===== config.mk =====
export PLATFORM = sky130hd
export DESIGN_NAME = pdl_ctrl
export DESIGN_NICKNAME = d
export VERILOG_FILES = /design/src/pdl_warmup.v /design/src/pdl_ctrl.v
export VERILOG_INCLUDE_DIRS = /design/src
export SDC_FILE = /design/constraint.sdc
export NUM_CORES = 1
export LEC_CHECK = 0
export ABC_AREA = 1
export BUFFER_PORTS_ARGS = -buffer_cell sky130_fd_sc_hd__buf_2
export CAP_MARGIN = 20
export CORE_AREA = 4 4 98 81
export CTS_CLUSTER_SIZE = 20
export DETAILED_ROUTE_END_ITERATION = 6
export DIE_AREA = 0 0 102 85
export GPL_ROUTABILITY_DRIVEN = 0
export HOLD_SLACK_MARGIN = 0.15
export PLACE_DENSITY_LB_ADDON = 0.1
export SYNTH_ARGS = -nofsm -noshare
export SYNTH_HDL_FRONTEND = slang
export SYNTH_SLANG_ARGS = --single-unit

===== constraint.sdc =====
create_clock -name aclk -period 1.75 [get_ports aclk]
set_input_delay 0.175 -clock aclk [delete_from_list [all_inputs] [get_ports aclk]]
set_output_delay 0.175 -clock aclk [all_outputs]
set_load 0.02 [all_outputs]

===== src/pdl_defs.vh =====
// Constants for the power-down and low-voltage control block
// How it works
// - Sleep instruction enters deep idle when depth bit is 1, else light idle
// - Warmup select 1 gives 16 oscillator cycles, 0 gives 256 cycles
// - Light idle halts the core; oscillator, interrupts, timers, tone keep running
// - In any power-down state all registers, memory and pins hold their values
// - Light idle ends on reset or any interrupt, even with interrupts masked
// - With the core mask flag clear, a waking interrupt fetches its vector
// - Deep idle stops the core; timers and tone run only on slow crystal
// - Stop instruction enters halt; only hardware reset wakes it, with warmup
// - Halt stops the core; timers and tone run only on slow crystal
// - Writing 1 to the detector bit enables it; result valid 3 us later
// - Detector bit is read twice; first read arms, second read gives result
// - Detector bit written is enable, read back is the low-voltage result
`ifndef PDL_DEFS_VH
`define PDL_DEFS_VH

`define PDL_ADDR_W        8
`define PDL_OFS_SYS       8'h30
`define PDL_OFS_STATUS    8'h34
`define PDL_OFS_MASK      8'h38

`define PDL_SYS_WSEL      3
`define PDL_SYS_DSEL      2
`define PDL_SYS_LVD       0
`define PDL_SYS_RESET     8'h00
`define PDL_IRQ_RESET     3'h0

`define PDL_EV_WAKE       0
`define PDL_EV_LOWV       1
`define PDL_EV_WARM       2

`define PDL_WARM_SHORT    9'h010
`define PDL_WARM_LONG     9'h100

`define PDL_CLK_NS        10
`define PDL_LVD_SETTLE_NS 3000
// Settle time in clock cycles, 3 us at a 10 ns clock
`define PDL_LVD_CYC       9'h12C

`define PDL_RESP_OKAY     2'h0
`define PDL_RESP_SLVERR   2'h2

`endif


===== src/pdl_warmup.v =====
// Oscillator warmup counter, counts synchronised oscillator cycles
`timescale 1ns/1ps
`include "pdl_defs.vh"
module pdl_warmup (
   input  wire aclk,
   input  wire aresetn,
   input  wire start,
   input  wire short_sel,
   input  wire osc_rise,
   output wire busy,
   output reg  done
);
   reg [8:0] cnt_q;

   assign busy = (cnt_q != 9'h000);

   // Reset itself starts a long warmup
   always @(posedge aclk)
   begin
      if (!aresetn)
      begin
         cnt_q <= `PDL_WARM_LONG;
         done  <= 1'b0;
      end
      else
      begin
         done <= 1'b0;
         if (start)
            cnt_q <= short_sel ? `PDL_WARM_SHORT : `PDL_WARM_LONG;
         else if (busy && osc_rise)
         begin
            cnt_q <= cnt_q - 9'h001;
            if (cnt_q == 9'h001)
               done <= 1'b1;
         end
      end
   end
endmodule


===== src/pdl_ctrl.v =====
// Power-down sequencer with low-voltage detector and AXI4-Lite registers
//
// Local design decision: the AXI4-Lite slave port.
`timescale 1ns/1ps
`include "pdl_defs.vh"
module pdl_ctrl (
   input  wire                    aclk,
   input  wire                    aresetn,
   input  wire [`PDL_ADDR_W-1:0]  s_axi_awaddr,
   input  wire                    s_axi_awvalid,
   output wire                    s_axi_awready,
   input  wire [31:0]             s_axi_wdata,
   input  wire [3:0]              s_axi_wstrb,
   input  wire                    s_axi_wvalid,
   output wire                    s_axi_wready,
   output wire [1:0]              s_axi_bresp,
   output wire                    s_axi_bvalid,
   input  wire                    s_axi_bready,
   input  wire [`PDL_ADDR_W-1:0]  s_axi_araddr,
   input  wire                    s_axi_arvalid,
   output wire                    s_axi_arready,
   output wire [31:0]             s_axi_rdata,
   output wire [1:0]              s_axi_rresp,
   output wire                    s_axi_rvalid,
   input  wire                    s_axi_rready,
   input  wire                    core_sleep,
   input  wire                    core_stop,
   input  wire                    core_irq_req,
   input  wire                    core_irq_disable,
   input  wire                    cpu_clock_source,
   input  wire                    periph_on_slow,
   input  wire                    osc_pin,
   input  wire                    lv_cmp_pin,
   output reg                     cpu_halt,
   output reg                     cpu_resume,
   output reg                     cpu_vector_fetch,
   output reg                     hold_state,
   output reg                     sysclk_en,
   output reg                     fast_osc_en,
   output reg                     timer_en,
   output reg                     tone_en,
   output wire                    lvd_enable,
   output wire [4:0]              power_state,
   output wire                    irq
);
   localparam [4:0] ST_RUN   = 5'h01;
   localparam [4:0] ST_LIGHT = 5'h02;
   localparam [4:0] ST_DEEP  = 5'h04;
   localparam [4:0] ST_HALT  = 5'h08;
   localparam [4:0] ST_WARM  = 5'h10;
   localparam [8:0] LVD_CYC  = `PDL_LVD_CYC;
   localparam [7:0] SYS_RST  = `PDL_SYS_RESET;

   reg  [4:0]  state_q;
   reg  [4:0]  state_d;
   reg         wsel_q;
   reg         dsel_q;
   reg         lvd_en_q;
   reg         lvd_armed_q;
   reg  [8:0]  settle_q;
   reg  [2:0]  status_q;
   reg  [2:0]  mask_q;
   reg  [1:0]  osc_sync_q;
   reg         osc_last_q;
   reg  [1:0]  lv_sync_q;
   reg         vec_q;
   reg         warm_start_q;
   reg         aw_hold_q;
   reg         w_hold_q;
   reg  [7:0]  awaddr_q;
   reg  [31:0] wdata_q;
   reg  [3:0]  wstrb_q;
   reg         bvalid_q;
   reg  [1:0]  bresp_q;
   reg         rvalid_q;
   reg  [31:0] rdata_q;
   reg  [1:0]  rresp_q;
   wire        warm_busy;
   wire        warm_done;
   wire        osc_rise;
   wire        wr_do;
   wire        rd_do;
   wire [1:0]  wr_sel;
   wire [1:0]  rd_sel;
   wire        settled;
   wire        lvd_bit;
   wire [7:0]  sys_rd;
   wire [2:0]  ev_set;
   wire        lowv_ev;
   wire        stopped;

   // Register select: 0 control, 1 status, 2 mask, 3 unmapped
   function [1:0] reg_sel;
      input [7:0] a;
      begin
         if (a == `PDL_OFS_SYS)
            reg_sel = 2'h0;
         else if (a == `PDL_OFS_STATUS)
            reg_sel = 2'h1;
         else if (a == `PDL_OFS_MASK)
            reg_sel = 2'h2;
         else
            reg_sel = 2'h3;
      end
   endfunction

   // Pin synchronisers
   always @(posedge aclk)
   begin
      if (!aresetn)
      begin
         osc_sync_q <= 2'h0;
         osc_last_q <= 1'b0;
         lv_sync_q  <= 2'h0;
      end
      else
      begin
         osc_sync_q <= {osc_sync_q[0], osc_pin};
         osc_last_q <= osc_sync_q[1];
         lv_sync_q  <= {lv_sync_q[0], lv_cmp_pin};
      end
   end

   assign osc_rise = osc_sync_q[1] & ~osc_last_q;

   pdl_warmup u_warm (
      .aclk      (aclk),
      .aresetn   (aresetn),
      .start     (warm_start_q),
      .short_sel (wsel_q),
      .osc_rise  (osc_rise),
      .busy      (warm_busy),
      .done      (warm_done)
   );

   // AXI4-Lite write channel
   assign s_axi_awready = ~aw_hold_q & ~bvalid_q;
   assign s_axi_wready  = ~w_hold_q & ~bvalid_q;
   assign s_axi_bvalid  = bvalid_q;
   assign s_axi_bresp   = bresp_q;
   assign wr_do         = aw_hold_q & w_hold_q & ~bvalid_q;
   assign wr_sel        = reg_sel(awaddr_q);

   always @(posedge aclk)
   begin
      if (!aresetn)
      begin
         aw_hold_q <= 1'b0;
         w_hold_q  <= 1'b0;
         awaddr_q  <= 8'h00;
         wdata_q   <= 32'h0000_0000;
         wstrb_q   <= 4'h0;
         bvalid_q  <= 1'b0;
         bresp_q   <= `PDL_RESP_OKAY;
      end
      else
      begin
         if (s_axi_awvalid && s_axi_awready)
         begin
            aw_hold_q <= 1'b1;
            awaddr_q  <= s_axi_awaddr;
         end
         if (s_axi_wvalid && s_axi_wready)
         begin
            w_hold_q <= 1'b1;
            wdata_q  <= s_axi_wdata;
            wstrb_q  <= s_axi_wstrb;
         end
         if (wr_do)
         begin
            aw_hold_q <= 1'b0;
            w_hold_q  <= 1'b0;
            bvalid_q  <= 1'b1;
            bresp_q   <= (wr_sel == 2'h3) ? `PDL_RESP_SLVERR : `PDL_RESP_OKAY;
         end
         else if (bvalid_q && s_axi_bready)
            bvalid_q <= 1'b0;
      end
   end

   // AXI4-Lite read channel
   assign s_axi_arready = ~rvalid_q;
   assign s_axi_rvalid  = rvalid_q;
   assign s_axi_rdata   = rdata_q;
   assign s_axi_rresp   = rresp_q;
   assign rd_do         = s_axi_arvalid & ~rvalid_q;
   assign rd_sel        = reg_sel(s_axi_araddr);

   // Detector result only after settling and an arming read
   assign settled = lvd_en_q & (settle_q == 9'h000);
   assign lvd_bit = settled & lvd_armed_q & lv_sync_q[1];
   assign sys_rd  = {4'h0, wsel_q, dsel_q, 1'b0, lvd_bit};
   assign lowv_ev = rd_do & (rd_sel == 2'h0) & lvd_bit;

   always @(posedge aclk)
   begin
      if (!aresetn)
      begin
         rvalid_q <= 1'b0;
         rdata_q  <= 32'h0000_0000;
         rresp_q  <= `PDL_RESP_OKAY;
      end
      else if (rd_do)
      begin
         rvalid_q <= 1'b1;
         rresp_q  <= `PDL_RESP_OKAY;
         if (rd_sel == 2'h0)
            rdata_q <= {24'h00_0000, sys_rd};
         else if (rd_sel == 2'h1)
            rdata_q <= {29'h0, status_q};
         else if (rd_sel == 2'h2)
            rdata_q <= {29'h0, mask_q};
         else
         begin
            rdata_q <= 32'h0000_0000;
            rresp_q <= `PDL_RESP_SLVERR;
         end
      end
      else if (rvalid_q && s_axi_rready)
         rvalid_q <= 1'b0;
   end

   // Control register and detector
   always @(posedge aclk)
   begin
      if (!aresetn)
      begin
         wsel_q      <= SYS_RST[`PDL_SYS_WSEL];
         dsel_q      <= SYS_RST[`PDL_SYS_DSEL];
         lvd_en_q    <= SYS_RST[`PDL_SYS_LVD];
         lvd_armed_q <= 1'b0;
         settle_q    <= 9'h000;
         mask_q      <= `PDL_IRQ_RESET;
      end
      else
      begin
         if (settle_q != 9'h000)
            settle_q <= settle_q - 9'h001;
         if (rd_do && rd_sel == 2'h0 && lvd_en_q)
            lvd_armed_q <= 1'b1;
         if (wr_do && wr_sel == 2'h0 && wstrb_q[0])
         begin
            wsel_q   <= wdata_q[`PDL_SYS_WSEL];
            dsel_q   <= wdata_q[`PDL_SYS_DSEL];
            lvd_en_q <= wdata_q[`PDL_SYS_LVD];
            if (!wdata_q[`PDL_SYS_LVD])
            begin
               lvd_armed_q <= 1'b0;
               settle_q    <= 9'h000;
            end
            else if (!lvd_en_q)
            begin
               lvd_armed_q <= 1'b0;
               settle_q    <= LVD_CYC;
            end
         end
         if (wr_do && wr_sel == 2'h2 && wstrb_q[0])
            mask_q <= wdata_q[2:0];
      end
   end

   assign lvd_enable = lvd_en_q;

   // Sticky status, cleared by reading it; a new event wins
   assign ev_set = {warm_done, lowv_ev, cpu_resume};

   always @(posedge aclk)
   begin
      if (!aresetn)
         status_q <= `PDL_IRQ_RESET;
      else if (rd_do && rd_sel == 2'h1)
         status_q <= ev_set;
      else
         status_q <= status_q | ev_set;
   end

   assign irq = |(status_q & mask_q);

   // Power state machine
   always @*
   begin
      state_d = state_q;
      case (state_q)
         ST_RUN:
         begin
            if (core_stop)
               state_d = ST_HALT;
            else if (core_sleep)
               state_d = dsel_q ? ST_DEEP : ST_LIGHT;
         end
         ST_LIGHT:
         begin
            if (core_irq_req)
               state_d = ST_RUN;
         end
         ST_DEEP:
         begin
            if (core_irq_req)
               state_d = ST_WARM;
         end
         ST_HALT:
            state_d = ST_HALT;
         ST_WARM:
         begin
            if (!warm_busy && !warm_start_q)
               state_d = ST_RUN;
         end
         default:
            state_d = ST_RUN;
      endcase
   end

   always @(posedge aclk)
   begin
      if (!aresetn)
      begin
         state_q          <= ST_WARM;
         warm_start_q     <= 1'b0;
         vec_q            <= 1'b0;
         cpu_resume       <= 1'b0;
         cpu_vector_fetch <= 1'b0;
      end
      else
      begin
         state_q          <= state_d;
         warm_start_q     <= (state_q == ST_DEEP) && (state_d == ST_WARM);
         cpu_resume       <= 1'b0;
         cpu_vector_fetch <= 1'b0;
         if ((state_q == ST_LIGHT || state_q == ST_DEEP) && core_irq_req)
            vec_q <= ~core_irq_disable;
         if (state_q != ST_RUN && state_d == ST_RUN)
         begin
            cpu_resume       <= 1'b1;
            cpu_vector_fetch <= (state_q == ST_WARM) ? vec_q : ~core_irq_disable;
         end
      end
   end

   assign power_state = state_q;
   assign stopped     = (state_q == ST_DEEP) | (state_q == ST_HALT);

   // Clock and peripheral gating outputs
   always @(posedge aclk)
   begin
      if (!aresetn)
      begin
         cpu_halt    <= 1'b1;
         hold_state  <= 1'b1;
         sysclk_en   <= 1'b0;
         fast_osc_en <= 1'b1;
         timer_en    <= 1'b0;
         tone_en     <= 1'b0;
      end
      else
      begin
         cpu_halt    <= (state_d != ST_RUN);
         hold_state  <= (state_d != ST_RUN);
         sysclk_en   <= (state_d == ST_RUN) | (state_d == ST_LIGHT);
         fast_osc_en <= ~(((state_d == ST_DEEP) | (state_d == ST_HALT))
                          & ~cpu_clock_source);
         timer_en    <= (state_d == ST_RUN) | (state_d == ST_LIGHT)
                        | (((state_d == ST_DEEP) | (state_d == ST_HALT))
                           & periph_on_slow);
         tone_en     <= (state_d == ST_RUN) | (state_d == ST_LIGHT)
                        | (((state_d == ST_DEEP) | (state_d == ST_HALT))
                           & periph_on_slow);
      end
   end

   // Unused control bits above the stored fields
   wire unused_ok = stopped & (|wdata_q[31:8]) & (|wstrb_q[3:1]);
endmodule


# Word level (Yosys, flattened, before mapping)
# Index checks and enable logic that the tools add are counted.
[op_classes]
addsub = 2
eq_ne = 23
n_mux = 39
bitwise_logic = 28
reduce_logical = 31
[ops]
columns = ["operator", "n"]
rows = [
  ["9-bit two-way mux", 7],
  ["8-bit by 6-bit equality test with 1-bit output, second input constant", 6],
  ["5-bit two-way mux", 5],
  ["5-bit one-hot mux with 5 select lines", 1],
  ["9-bit nonzero test", 2],
  ["9-bit by 1-bit subtractor with 9-bit output, second input constant", 2],
  ["1-bit logical AND", 16],
  ["2-bit two-way mux", 8],
  ["1-bit bitwise AND", 13],
  ["1-bit two-way mux", 13],
  ["3-bit two-way mux", 4],
  ["5-bit by 1-bit equality test with 1-bit output, second input constant", 2],
  ["5-bit by 2-bit equality test with 1-bit output, second input constant", 2],
  ["5-bit by 3-bit equality test with 1-bit output, second input constant", 2],
  ["5-bit by 4-bit equality test with 1-bit output, second input constant", 2],
  ["5-bit equality test, second input constant", 2],
  ["5-bit by 1-bit != test with 1-bit output, second input constant", 2],
  ["1-bit NOT", 10],
  ["9-bit by 1-bit equality test with 1-bit output, second input constant", 1],
  ["9-bit logical NOT", 1],
  ["2-bit equality test, second input constant", 3],
  ["2-bit nonzero test", 3],
  ["3-bit OR reduction", 2],
  ["2-bit logical NOT", 2],
  ["other kinds (9)", 12],
]
[word_totals]
regBits = 100
output_inout_bits = 56
wordCells = 154

# Depth between registers and ports, before layout
# Gate-level depths: netlist (run 1).
[logic_depth]
ltp_word = 11
ltp_mapped = 10
depth_no_buf = 10

# By module
# Synthesis (run 1) repeated with hierarchy kept, for this count alone.
[unflattened]
hier_cells = 497
area_unflattened_um2 = 3479.6
[by_module_without_submodules]
columns = ["module", "instances", "cells_per_inst", "area_per_inst_um2", "seq_area_each_um2"]
rows = [
  ["pdl_ctrl", 1, 402, 2851.5, 1201.2],
  ["pdl_warmup", 1, 95, 628.1, 200.2],
]

# Worst setup path before layout (run 1)
# No wires, ideal clock.
[synth_path]
path_kind = "register to register"
from = "reg rvalid_q (netlist: s_axi_rvalid)"
to = "reg lvd_armed_q"
arrival_ns = 1.309
required_ns = 1.636
path_slack_ns = 0.327
path_stages_with_launch = 9
path_buffers = 0
synth_period_minus_slack_ns = 1.423
path_cell_list = "dfxtp_1 -> inv_1 -> nand2_2 -> inv_1 -> nand2_1 -> nor2_1 -> or2_2 -> inv_1 -> nor2_1"
[synth_via]
elab_chain_cells = 8
[synth_lines]
columns = ["element", "line", "text"]
rows = [
  ["from (decl)", "pdl_ctrl.v:75", "reg rvalid_q;"],
  ["from (signal assigned)", "pdl_ctrl.v:199", "rvalid_q <= 1'b0;"],
  ["from (signal assigned)", "pdl_ctrl.v:205", "rvalid_q <= 1'b1;"],
  ["from (signal assigned)", "pdl_ctrl.v:220", "rvalid_q <= 1'b0;"],
  ["1-bit NOT (*)", "n/a", ""],
  ["via s_axi_arready", "pdl_ctrl.v:21", "output wire s_axi_arready,"],
  ["1-bit bitwise AND (*)", "pdl_ctrl.v:186", "assign rd_do = s_axi_arvalid & ~rvalid_q;"],
  ["1-bit logical AND (*) (2 in series)", "pdl_ctrl.v:239", "if (rd_do && rd_sel == 2'h0 && lvd_en_q)"],
  ["1-bit two-way mux (*)", "pdl_ctrl.v:239", ""],
  ["1-bit two-way mux", "pdl_ctrl.v:251", "else if (!lvd_en_q)"],
  ["1-bit two-way mux", "pdl_ctrl.v:246", "if (!wdata_q[`PDL_SYS_LVD])"],
  ["1-bit two-way mux (*)", "pdl_ctrl.v:241", "if (wr_do && wr_sel == 2'h0 && wstrb_q[0])"],
  ["to (signal assigned)", "pdl_ctrl.v:240", "lvd_armed_q <= 1'b1;"],
  ["to (signal assigned)", "pdl_ctrl.v:248", "lvd_armed_q <= 1'b0;"],
  ["to (signal assigned)", "pdl_ctrl.v:253", "lvd_armed_q <= 1'b0;"],
  ["to (decl)", "pdl_ctrl.v:59", "reg lvd_armed_q;"],
]
# Mark *: on every way through the listed nets, which the timed path passes. The rest lies on a longest branch.
# A chain may end at the register's enable or synchronous reset.

# Worst setup path after layout (run 1)
[layout_path]
from = "reg settle_q[0]"
to = "reg rdata_q[0] (netlist: s_axi_rdata[0])"
[layout_via]
elab_chain_cells = 5
[layout_lines]
columns = ["element", "line", "text"]
rows = [
  ["from (decl)", "pdl_ctrl.v:60", "reg [8:0] settle_q;"],
  ["from (signal assigned)", "pdl_ctrl.v:238", "settle_q <= settle_q - 9'h001;"],
  ["9-bit logical NOT", "pdl_ctrl.v:190", "assign settled = lvd_en_q & (settle_q == 9'h000);"],
  ["1-bit bitwise AND", "pdl_ctrl.v:190", ""],
  ["1-bit bitwise AND (2 in series)", "pdl_ctrl.v:191", "assign lvd_bit = settled & lvd_armed_q & lv_sync_q[1];"],
  ["4-bit two-way mux", "pdl_ctrl.v:207", "if (rd_sel == 2'h0)"],
  ["to (signal assigned)", "pdl_ctrl.v:208", "rdata_q <= {24'h00_0000, sys_rd};"],
  ["to (signal assigned)", "pdl_ctrl.v:210", "rdata_q <= {29'h0, status_q};"],
  ["to (signal assigned)", "pdl_ctrl.v:212", "rdata_q <= {29'h0, mask_q};"],
  ["to (decl)", "pdl_ctrl.v:76", "reg [31:0] rdata_q;"],
]
# Every way passes these cells.

==> flow_summary.yaml, run 1 <==
global_route:
  overflow: 0
  grt_antenna_before_repair: 0
  grt_max_degree: 33
  grt_pass1_vias: 2881
  grt_pass1_wl_mm: 12.7
  track_usage_pct: 18.1
final_layout:
  final_common_cell: "nor2_1"
  fillCellCount: 660
  antennaDiodeCount: 0
  design_area_um2: 4110
  drive_gt1_share_pct: 18.9
  finalNonFillerCells: 658
  fin_nets: 637
  final_cell_mix: "nor2_1 (93), nand2_1 (71), dfxtp_1 (70)"
  syn2layout_area_growth_pct: 20.4
critical_path:
  path_delay_family: "simple AND/OR/NAND/NOR gates"
  reg2reg_to: "s_axi_rdata[0]$_SDFFE_PN0P_"
  critPathMaxFanout: 10
  required_ns: 2.04
  crit_path_start_kind: "flip-flop"
  endpoint_kind: "flip-flop"
  crit_slowest_cell: "dfxtp_1"
  worstSetupPathType: "flip-flop to flip-flop"
  crit_chain: "inv_1, ha_1, nand2_2, nor2_2, nand2_2, nor2_2, nand2_1, nand3_1, nand2_1, inv_1"
  worst-r2r-cell-count: 10
  critPathBufInv: 2
  r2r_setup_slack_ns: 0.23
  r2r-start: "settle_q[0]$_SDFF_PN0_"
  cpPeakStageDelay_ns: 0.30
  cp.arrival_ns: 1.81
power_and_ir_drop:
  seqPwrFrac_pct: 42.5
  pwr-share-comb_pct: 28.4
  power_leakage_nw: 2.00
  finalPower_mw: 4.51
  p_clk_share_pct: 29.0
  switching_share_pct: 34.5
  vdd_drop_max_mv: 0.547
  switching_power_mw: 1.56
  intPower_mw: 2.95
  power.density_nw_per_um2: 1100
hold_path:
  min_from: "s_axi_arvalid"
  hold_end: "s_axi_rdata[3]$_SDFFE_PN0P_"
  min_path_cells: 4
  hold_path_class: "input port to flip-flop"
drt:
  wl_per_cell_um: 11.4
  drt-total-wl_mm: 7.50
  drcViolationCount: 0
  drt_pass1_iterations: 4
  viasPerCell: 4.68
  drt-initial-drc-count: 123
  dr_total_vias: 3078
  final_antenna_net_count: 0
sta:
  max_freq_ghz: 0.658
  fin_crit_sh_pct: 86.8
  drv_slew: 0
  final.min_clock_period_ns: 1.52
  tns_ns: 0
  finClkSkew_ns: 0.0103
  rsz0062_at_grt: "false"
  hold_violations: 0
  finalSetupViolCount: 0
  setup_slack_ns: 0.231
die:
  dieArea_um2: 8670
  num_rows: 27
  die_x_um: 102
  die_y_um: 85
  ios: 123
  core_area_um2: 6890
  initial_utilization_pct: 49.6
placed_design:
  place_hpwl_mm: 5.36
  dp_worst_setup_slack_ns: 0.231
  placed_cells: 621
  io_buffers: 61
  placed_area_um2: 3700
synthesis:
  synth-async-reset-ratio_pct: 0
  synthFlopType: "dfxtp_1"
  syn_inst: 478
  ys_warn_count: 0
  synth_edf_count: 0
  synth_area_um2: 3420
  ys_types: 35
  avgSynthCellArea_um2: 7.15
  synth-seq-cells: 70
  yosysSeqAreaShare_pct: 41.0
cts:
  clk_pin_slew_ns: 0.08
  clockRootBuffer: "clkbuf_8"
  tritoncts_num_sinks: 70
  cts_buffers: 9
  clk_path_buf_depth: 2
  h-tree-depth: 3
  cts_tree: "yes"
  clk_latency_ns: 0.35
run_status:
  status: "finished clean"
flow_run:
  maxCapViolations: 0
[power groups by stage]
stage / Sequential, mW / Combinational, mW / Clock (mW)
finish: 1.92 / 1.28 / 1.31
global route: 1.94 / 1.49 / 1.41
CTS: 1.92 / 1.28 / 1.34
detailed placement: 1.96 / 1.24 / 0
global placement: 1.95 / 1.22 / 0
floorplan: 1.98 / 0.988 / 0
[cell type report]
cell class / count / area, um^2 / share of cell area (%)
flip-flops and latches: 70 / 1400 / 34.1
clock buffers: 11 / 141 / 3.44
multi-input cells: 337 / 1620 / 39.5
repair buffers: 86 / 546 / 13.3
well taps: 87 / 109 / 2.65
clock inverters: 5 / 58.8 / 1.43
inverters: 62 / 233 / 5.66
[registers in the layout, summed over array words and instances (netlist names), 2 cells and up]
register and count:
u_warm.cnt_q 9, settle_q 9, status_q 3, awaddr_q 8
power_state 5, lv_sync_q 2, wdata_q 4, s_axi_rdata 4
mask_q 3, osc_sync_q 2
[tightest hold or removal path, stage by stage]
cell     delay [ns]
buf_2          0.08
nand2_2        0.09
nand2_1        0.07
a21oi_1        0.05
[per-layer routing]
layer | up-vias | part of all wire (%) | GRT usage (%)
met3 | 13 | 7.5 | 5.26
met2 | 98 | 43 | 28.4
li1 | 1635 | - | -
met1 | 1332 | 48 | 24.1
met4 | 0 | 1.3 | 5.48
met5 | - | 0 | 0
[metrics by stage]
stage	hold slack, ns	util [%]
floorplan	0.273	-
global placement	0.360	53.6
detailed placement	0.364	53.6
CTS	0.171	59.6
global route	0.207	59.7
finish	0.182	59.7
[cell usage after synthesis, types with 2 or more instances]
master    instances  area [um^2]
nor2_2            9         56.3
xor2_1            2         17.5
nand3_1          33          165
nor2_4            4         45.0
nand2_1          71          267
buf_2             2         10.0
o21a_1            2         15.0
clkbuf_1          2         7.51
nor2_1           93          349
nand2_2           6         37.5
a211oi_1          3         22.5
o21ai_0          23          115
nand3b_1          4         30.0
nand3_2           3         30.0
ha_1              4         50.1
o21ai_1           3         15.0
buf_4            32          240
inv_1            61          229
nor3_1            7         35.0
dfxtp_1          70         1400
a21oi_1          23          115
nand4_1           8         50.1
[worst max path at each step]
stage	startpoint	to	slack, ns	depth (start not counted)
2_1_floorplan	s_axi_rvalid$_SDFFE_PN0P_	lvd_armed_q$_SDFF_PN0_	0.33	8
3_3_place_gp	settle_q[0]$_SDFF_PN0_	s_axi_rdata[0]$_SDFFE_PN0P_	0.27	10
3_5_place_dp	u_warm.cnt_q[0]$_SDFFE_PN0P_	u_warm.cnt_q[3]$_SDFFE_PN0P_	0.23	10
4_1_cts	settle_q[0]$_SDFF_PN0_	s_axi_rdata[0]$_SDFFE_PN0P_	0.22	10
5_1_grt	u_warm.cnt_q[0]$_SDFFE_PN0P_	tone_en$_SDFF_PN0_	0.004	8
6_report	settle_q[0]$_SDFF_PN0_	s_axi_rdata[0]$_SDFFE_PN0P_	0.23	10
[cell families after synthesis]
logic type                 count (synthesis)  synth area share [%]
and+or+nand+nor                          242                  32.7
DFF                                       70                  41.0
xor gates and xnor gates                   3                 0.769
adders and majority gates                  4                  1.46
buffers and inverters                    100                  14.8
other                                      1                 0.110
AOI/OAI and AO/OA                         58                  9.15
[timing repair]
item	CTS	global route
endpoints found under the setup margin	0	1
gates resized for setup	0	1
hold buffers	21	0
endpoints found under the hold margin	22	0
setup buffers	0	0
Note: power is estimated with default switching activity, not from simulation.
==> run 2: changes to the inputs <==
Settings changed: CORE_AREA 4 4 98 81 to 4 4 99 82, DIE_AREA 0 0 102 85 to 0 0 103 86, PLACE_DENSITY set to 0.84, PLACE_DENSITY_LB_ADDON 0.1 to not set, SYNTH_HIERARCHICAL set to 1.
==> run 2 against run 1 <==
- count of clock-buffer cells in the layout decreased by 1
- design area increased by 2.1%
- critical path depth unchanged
- combinational power about the same
- power increased by 2.7%
- synthesized cell count increased by 4.0%
- sequential share of layout area decreased by 0.70 points
- sequential cell count unchanged
- area after synthesis increased by 1.8%
- largest power group unchanged
==> flow_summary.yaml, run 2 <==
critical_path:
  worstSetupPathType: "flip-flop to flip-flop"
  required_ns: 2.04
  r2r_setup_slack_ns: 0.16
  worst-r2r-cell-count: 10
  cp.arrival_ns: 1.88
  endpoint_kind: "flip-flop"
  reg2reg_to: "s_axi_rdata[0]$_SDFFE_PN0P_"
  r2r-start: "settle_q[0]$_SDFF_PN0_"
  crit_path_start: "settle_q[0]$_SDFF_PN0_"
  critPathMaxFanout: 8
  crit_path_start_kind: "flip-flop"
global_route:
  overflow: 0
  grt_pass1_wl_mm: 12.4
  grt_max_degree: 24
  grt_pass1_vias: 2934
  track_usage_pct: 17.7
  grt_antenna_before_repair: 0
sta:
  tns_ns: 0
  setup_slack_ns: 0.161
  drv_slew: 0
  fin_crit_sh_pct: 90.8
  rsz0062_at_grt: "false"
  finalSetupViolCount: 0
  max_freq_ghz: 0.629
  hold_violations: 0
  finClkSkew_ns: 0.00914
  final.min_clock_period_ns: 1.59
cts:
  clk_path_buf_depth: 2
  clk_pin_slew_ns: 0.07
  clockRootBuffer: "clkbuf_8"
  h-tree-depth: 3
  tritoncts_num_sinks: 70
  cts_tree: "yes"
  cts_buffers: 9
  clk_latency_ns: 0.35
synthesis:
  syn_inst: 497
  synth-async-reset-ratio_pct: 0
  ys_types: 32
  netlist_top_cells_count: "nand2_1 (93), nor2_1 (87), dfxtp_1 (70), inv_1 (70), buf_4 (32)"
  ys_warn_count: 6
  synthFlopType: "dfxtp_1"
  avgSynthCellArea_um2: 7.00
  yosysSeqAreaShare_pct: 40.3
  yosys.area.top_type: "dfxtp_1"
  synth_most_common_cell: "nand2_1"
  synth.top_cell.area_share_pct: 40.3
  synth-seq-cells: 70
  synth.area.top_cells: "dfxtp_1 (40%), nand2_1 (10%), nor2_1 (9.4%)"
  synth_edf_count: 0
  synth_area_um2: 3480
final_layout:
  syn2layout_area_growth_pct: 20.7
  multi_input_area_um2: 1660
  fin_nets: 655
  top_regs: "settle_q x9, u_warm/cnt_q x9, awaddr_q x8"
  final_util_pct: 58.2
  fillCellCount: 660
  finalNonFillerCells: 679
  final_common_cell: "nand2_1"
  antennaDiodeCount: 0
  drive_gt1_share_pct: 19.2
  seqCellArea_um2: 1400
  final_cell_mix: "nand2_1 (93), nor2_1 (86), dfxtp_1 (70)"
drt:
  final_antenna_net_count: 0
  drt_pass1_iterations: 4
  drt-initial-drc-count: 151
  wl_per_cell_um: 11.3
  drcViolationCount: 0
  viasPerCell: 4.67
  dr_total_vias: 3174
  drt-total-wl_mm: 7.65
placed_design:
  placed_cells: 642
  io_buffers: 61
  dp_worst_setup_slack_ns: 0.125
  place_hpwl_mm: 5.68
die:
  die_y_um: 86
  num_rows: 28
  dieArea_um2: 8860
  die_x_um: 103
  core_area_um2: 7220
  initial_utilization_pct: 48.2
  ios: 123
hold_path:
  hold_end: "mask_q[2]$_SDFFE_PN0P_"
  hold_path_class: "input port to flip-flop"
  min_from: "aresetn"
  min_path_cells: 3
flow_run:
  maxCapViolations: 0
run_status:
  status: "finished clean"
power_and_ir_drop:
  power_leakage_nw: 2.10
  power.density_nw_per_um2: 1100
  vdd_drop_max_mv: 0.623
[run 2: logic make-up (layout without fill, tap and decap cells)]
kind of cell	Yosys count	in the layout	synth area share (%)
AO/OA/AOI/OAI	57	57	9.21
XOR/XNOR	6	6	1.51
adder cells (fa/ha/maj)	4	4	1.44
buffers and inverters	108	171	15.1
flip-flops	70	70	40.3
other	1	30	0.108
AND/OR/NAND/NOR	251	251	32.4
[run 2: final cells by class]
class / count / share of cell area [%]
multi-input cells: 348 / 39.6
flip-flops and latches: 70 / 33.4
repair buffers: 85 / 12.8
inverters: 70 / 6.26
clock buffers: 10 / 3.28
well taps: 90 / 2.68
clock inverters: 6 / 2.03
[run 2: timing repair]
item,4_1_cts,5_1_grt
endpoints found under the hold margin,21,0
hold buffers,20,0
setup endpoints to repair,0,5
buffers inserted,0,1
gates resized for setup,0,2
[run 2: how the worst max path moves through the flow]
stage / to / slack [ns] / cells after the start
after floorplan: cpu_vector_fetch$_SDFF_PN0_ / 0.31 / 12
after global placement: cpu_vector_fetch$_SDFF_PN0_ / 0.18 / 12
after detailed placement: cpu_vector_fetch$_SDFF_PN0_ / 0.13 / 12
after CTS: cpu_vector_fetch$_SDFF_PN0_ / 0.1 / 12
after global routing: s_axi_rdata[0]$_SDFFE_PN0P_ / 0.03 / 10
final: s_axi_rdata[0]$_SDFFE_PN0P_ / 0.16 / 10
[run 2: critical path: stages, from the launching register on]
cell and delay [ns]:
dfxtp_1 0.30, inv_1 0.15, ha_1 0.22, nand2_1 0.10, nor2_1 0.14, nand4_2 0.20, nor2_1 0.15, nand2_1 0.10
nand3_1 0.08, nand2_1 0.05, inv_1 0.05
[run 2: stage by stage]
step / total power, mW / instance area (um^2) / hold WS, ns
finish: 4.63 / 4200 / 0.201
CTS: 4.67 / 4190 / 0.188
detailed placement: 3.18 / 3770 / 0.363
floorplan: 2.95 / 3590 / 0.265
global placement: 3.12 / 3770 / 0.357
global route: 4.93 / 4200 / 0.212
[run 2: layer usage]
metal	wire [um]	vias to the layer above	share of wire, %	GRT usage [%]
li1	-	1673	-	-
met1	3410	1389	45	21.3
met2	3600	104	47	29.9
met3	545	8	7.1	5.53
met4	91	0	1.2	5.65
met5	0	-	0	0
[run 2: power breakdown]
| group | switching, mW | leakage (nW) | total, mW | internal (mW) |
|---|---|---|---|---|
| Sequential | 0.132 | 0.574 | 1.91 | 1.78 |
| Clock | 0.602 | 0.108 | 1.44 | 0.835 |
| Combinational | 0.808 | 1.42 | 1.28 | 0.474 |
| Total | 1.54 | 2.10 | 4.63 | 3.09 |
==> run 3: changes to the inputs <==
Settings changed: MAX_ROUTING_LAYER set to met4.
==> run 3 against run 2 <==
- first-iteration DRC count increased by 4.0%
- combinational power about the same
- worst hold slack got worse by 0.00086 ns
- register-to-register slack about the same
- global-route usage increased by 0.52 points
- design area unchanged
- sequential share of layout area unchanged
- utilization unchanged
- largest cell class unchanged
- highest routed layer unchanged
==> flow_summary.yaml, run 3 (synthesis gave the netlist of run 2 again) <==
final_layout:
  final_common_cell: "nand2_1"
  top_regs: "settle_q x9, u_warm/cnt_q x9, awaddr_q x8"
  syn2layout_area_growth_pct: 20.7
  final_cell_mix: "nand2_1 (93), nor2_1 (86), dfxtp_1 (70)"
  seqCellArea_um2: 1400
  antennaDiodeCount: 0
  fin_nets: 655
  finalNonFillerCells: 679
  multi_input_area_um2: 1660
  fillCellCount: 660
  drive_gt1_share_pct: 19.2
  final_util_pct: 58.2
sta:
  max_freq_ghz: 0.629
  tns_ns: 0
  final.min_clock_period_ns: 1.59
  finClkSkew_ns: 0.00892
  fin_crit_sh_pct: 90.8
  hold_violations: 0
  finalSetupViolCount: 0
  setup_slack_ns: 0.161
  rsz0062_at_grt: "false"
  drv_slew: 0
critical_path:
  cp.arrival_ns: 1.88
  endpoint_kind: "flip-flop"
  critPathMaxFanout: 8
  required_ns: 2.04
  crit_path_start_kind: "flip-flop"
  worstSetupPathType: "flip-flop to flip-flop"
placed_design:
  io_buffers: 61
  dp_worst_setup_slack_ns: 0.125
  placed_cells: 642
  place_hpwl_mm: 5.68
die:
  die_x_um: 103
  core_area_um2: 7220
  ios: 123
  num_rows: 28
  dieArea_um2: 8860
  initial_utilization_pct: 48.2
  die_y_um: 86
flow_run:
  maxCapViolations: 0
cts:
  clk_latency_ns: 0.35
  clk_path_buf_depth: 2
  cts_tree: "yes"
  tritoncts_num_sinks: 70
  cts_buffers: 9
  clockRootBuffer: "clkbuf_8"
  h-tree-depth: 3
  clk_pin_slew_ns: 0.07
drt:
  final_antenna_net_count: 0
  viasPerCell: 4.70
  drt_pass1_iterations: 4
  drcViolationCount: 0
  dr_total_vias: 3190
  wl_per_cell_um: 11.2
  drt-initial-drc-count: 157
  drt-total-wl_mm: 7.63
global_route:
  grt_pass1_wl_mm: 12.4
  track_usage_pct: 18.2
  overflow: 0
  grt_pass1_vias: 2935
  grt_antenna_before_repair: 0
  grt_max_degree: 24
power_and_ir_drop:
  vdd_drop_max_mv: 0.623
  finalPower_mw: 4.63
  p_clk_share_pct: 31.0
  power_leakage_nw: 2.10
  pwr-share-comb_pct: 27.6
  switching_share_pct: 33.2
  power.density_nw_per_um2: 1100
  intPower_mw: 3.09
  switching_power_mw: 1.54
  seqPwrFrac_pct: 41.3
run_status:
  status: "finished clean"
hold_path:
  hold_path_class: "input port to flip-flop"
run 3: cell counts in the layout (fill, tap and decap cells not counted):
No cell type changed its count.
run 3: stage by stage:
| step | hold slack, ns | cell area [um^2] |
|---|---|---|
| finish | 0.200 | 4200 |
| global route | 0.212 | 4200 |
| CTS | 0.188 | 4190 |
| detailed placement | 0.363 | 3770 |
| global placement | 0.357 | 3770 |
| floorplan | 0.265 | 3590 |
run 3: final timing paths:
kind | from | endpoint | slack [ns] | cells past startpoint
max | settle_q[0]$_SDFF_PN0_ | s_axi_rdata[0]$_SDFFE_PN0P_ | 0.16 | 10
min | aresetn | mask_q[2]$_SDFFE_PN0P_ | 0.20 | 3
max reg2reg | settle_q[0]$_SDFF_PN0_ | s_axi_rdata[0]$_SDFFE_PN0P_ | 0.16 | 10
min reg2reg | lv_sync_q[0]$_SDFF_PN0_ | lv_sync_q[1]$_SDFF_PN0_ | 0.42 | 2
run 3: power groups by stage:
stage / Clock, mW / Sequential, mW / Combinational (mW)
2_1_floorplan: 0 / 1.97 / 0.977
3_3_place_gp: 0 / 1.94 / 1.18
3_5_place_dp: 0 / 1.94 / 1.24
4_1_cts: 1.47 / 1.91 / 1.29
5_1_grt: 1.55 / 1.93 / 1.45
6_report: 1.44 / 1.91 / 1.28
run 3: cell type report:
class	count	area share, %
clock buffer	10	3.28
multi-input combinational	348	39.6
clock inverter	6	2.03
inverter	70	6.26
timing repair buffer	85	12.8
tap	90	2.68
sequential	70	33.4
run 3: timing repair:
action / 4_1_cts / 5_1_grt
setup buffers: 0 / 1
gates resized for setup: 0 / 2
setup endpoints to repair: 0 / 5
endpoints found under the hold margin: 21 / 0
hold buffers: 20 / 0
run 3: per-layer routing:
metal	wire [um]	share of wire, %	vias up	global-route usage (%)
met4	82	1.1	0	5.65
met2	3610	47	108	29.9
met1	3380	44	1401	21.3
li1	-	-	1673	-
met5	0	0	-	-
met3	557	7.3	8	5.53
run 3: critical path, stage by stage (launching register included):
cell     delay (ns)
dfxtp_1        0.30
inv_1          0.15
ha_1           0.22
nand2_1        0.10
nor2_1         0.14
nand4_2        0.20
nor2_1         0.15
nand2_1        0.10
nand3_1        0.08
nand2_1        0.05
inv_1          0.05
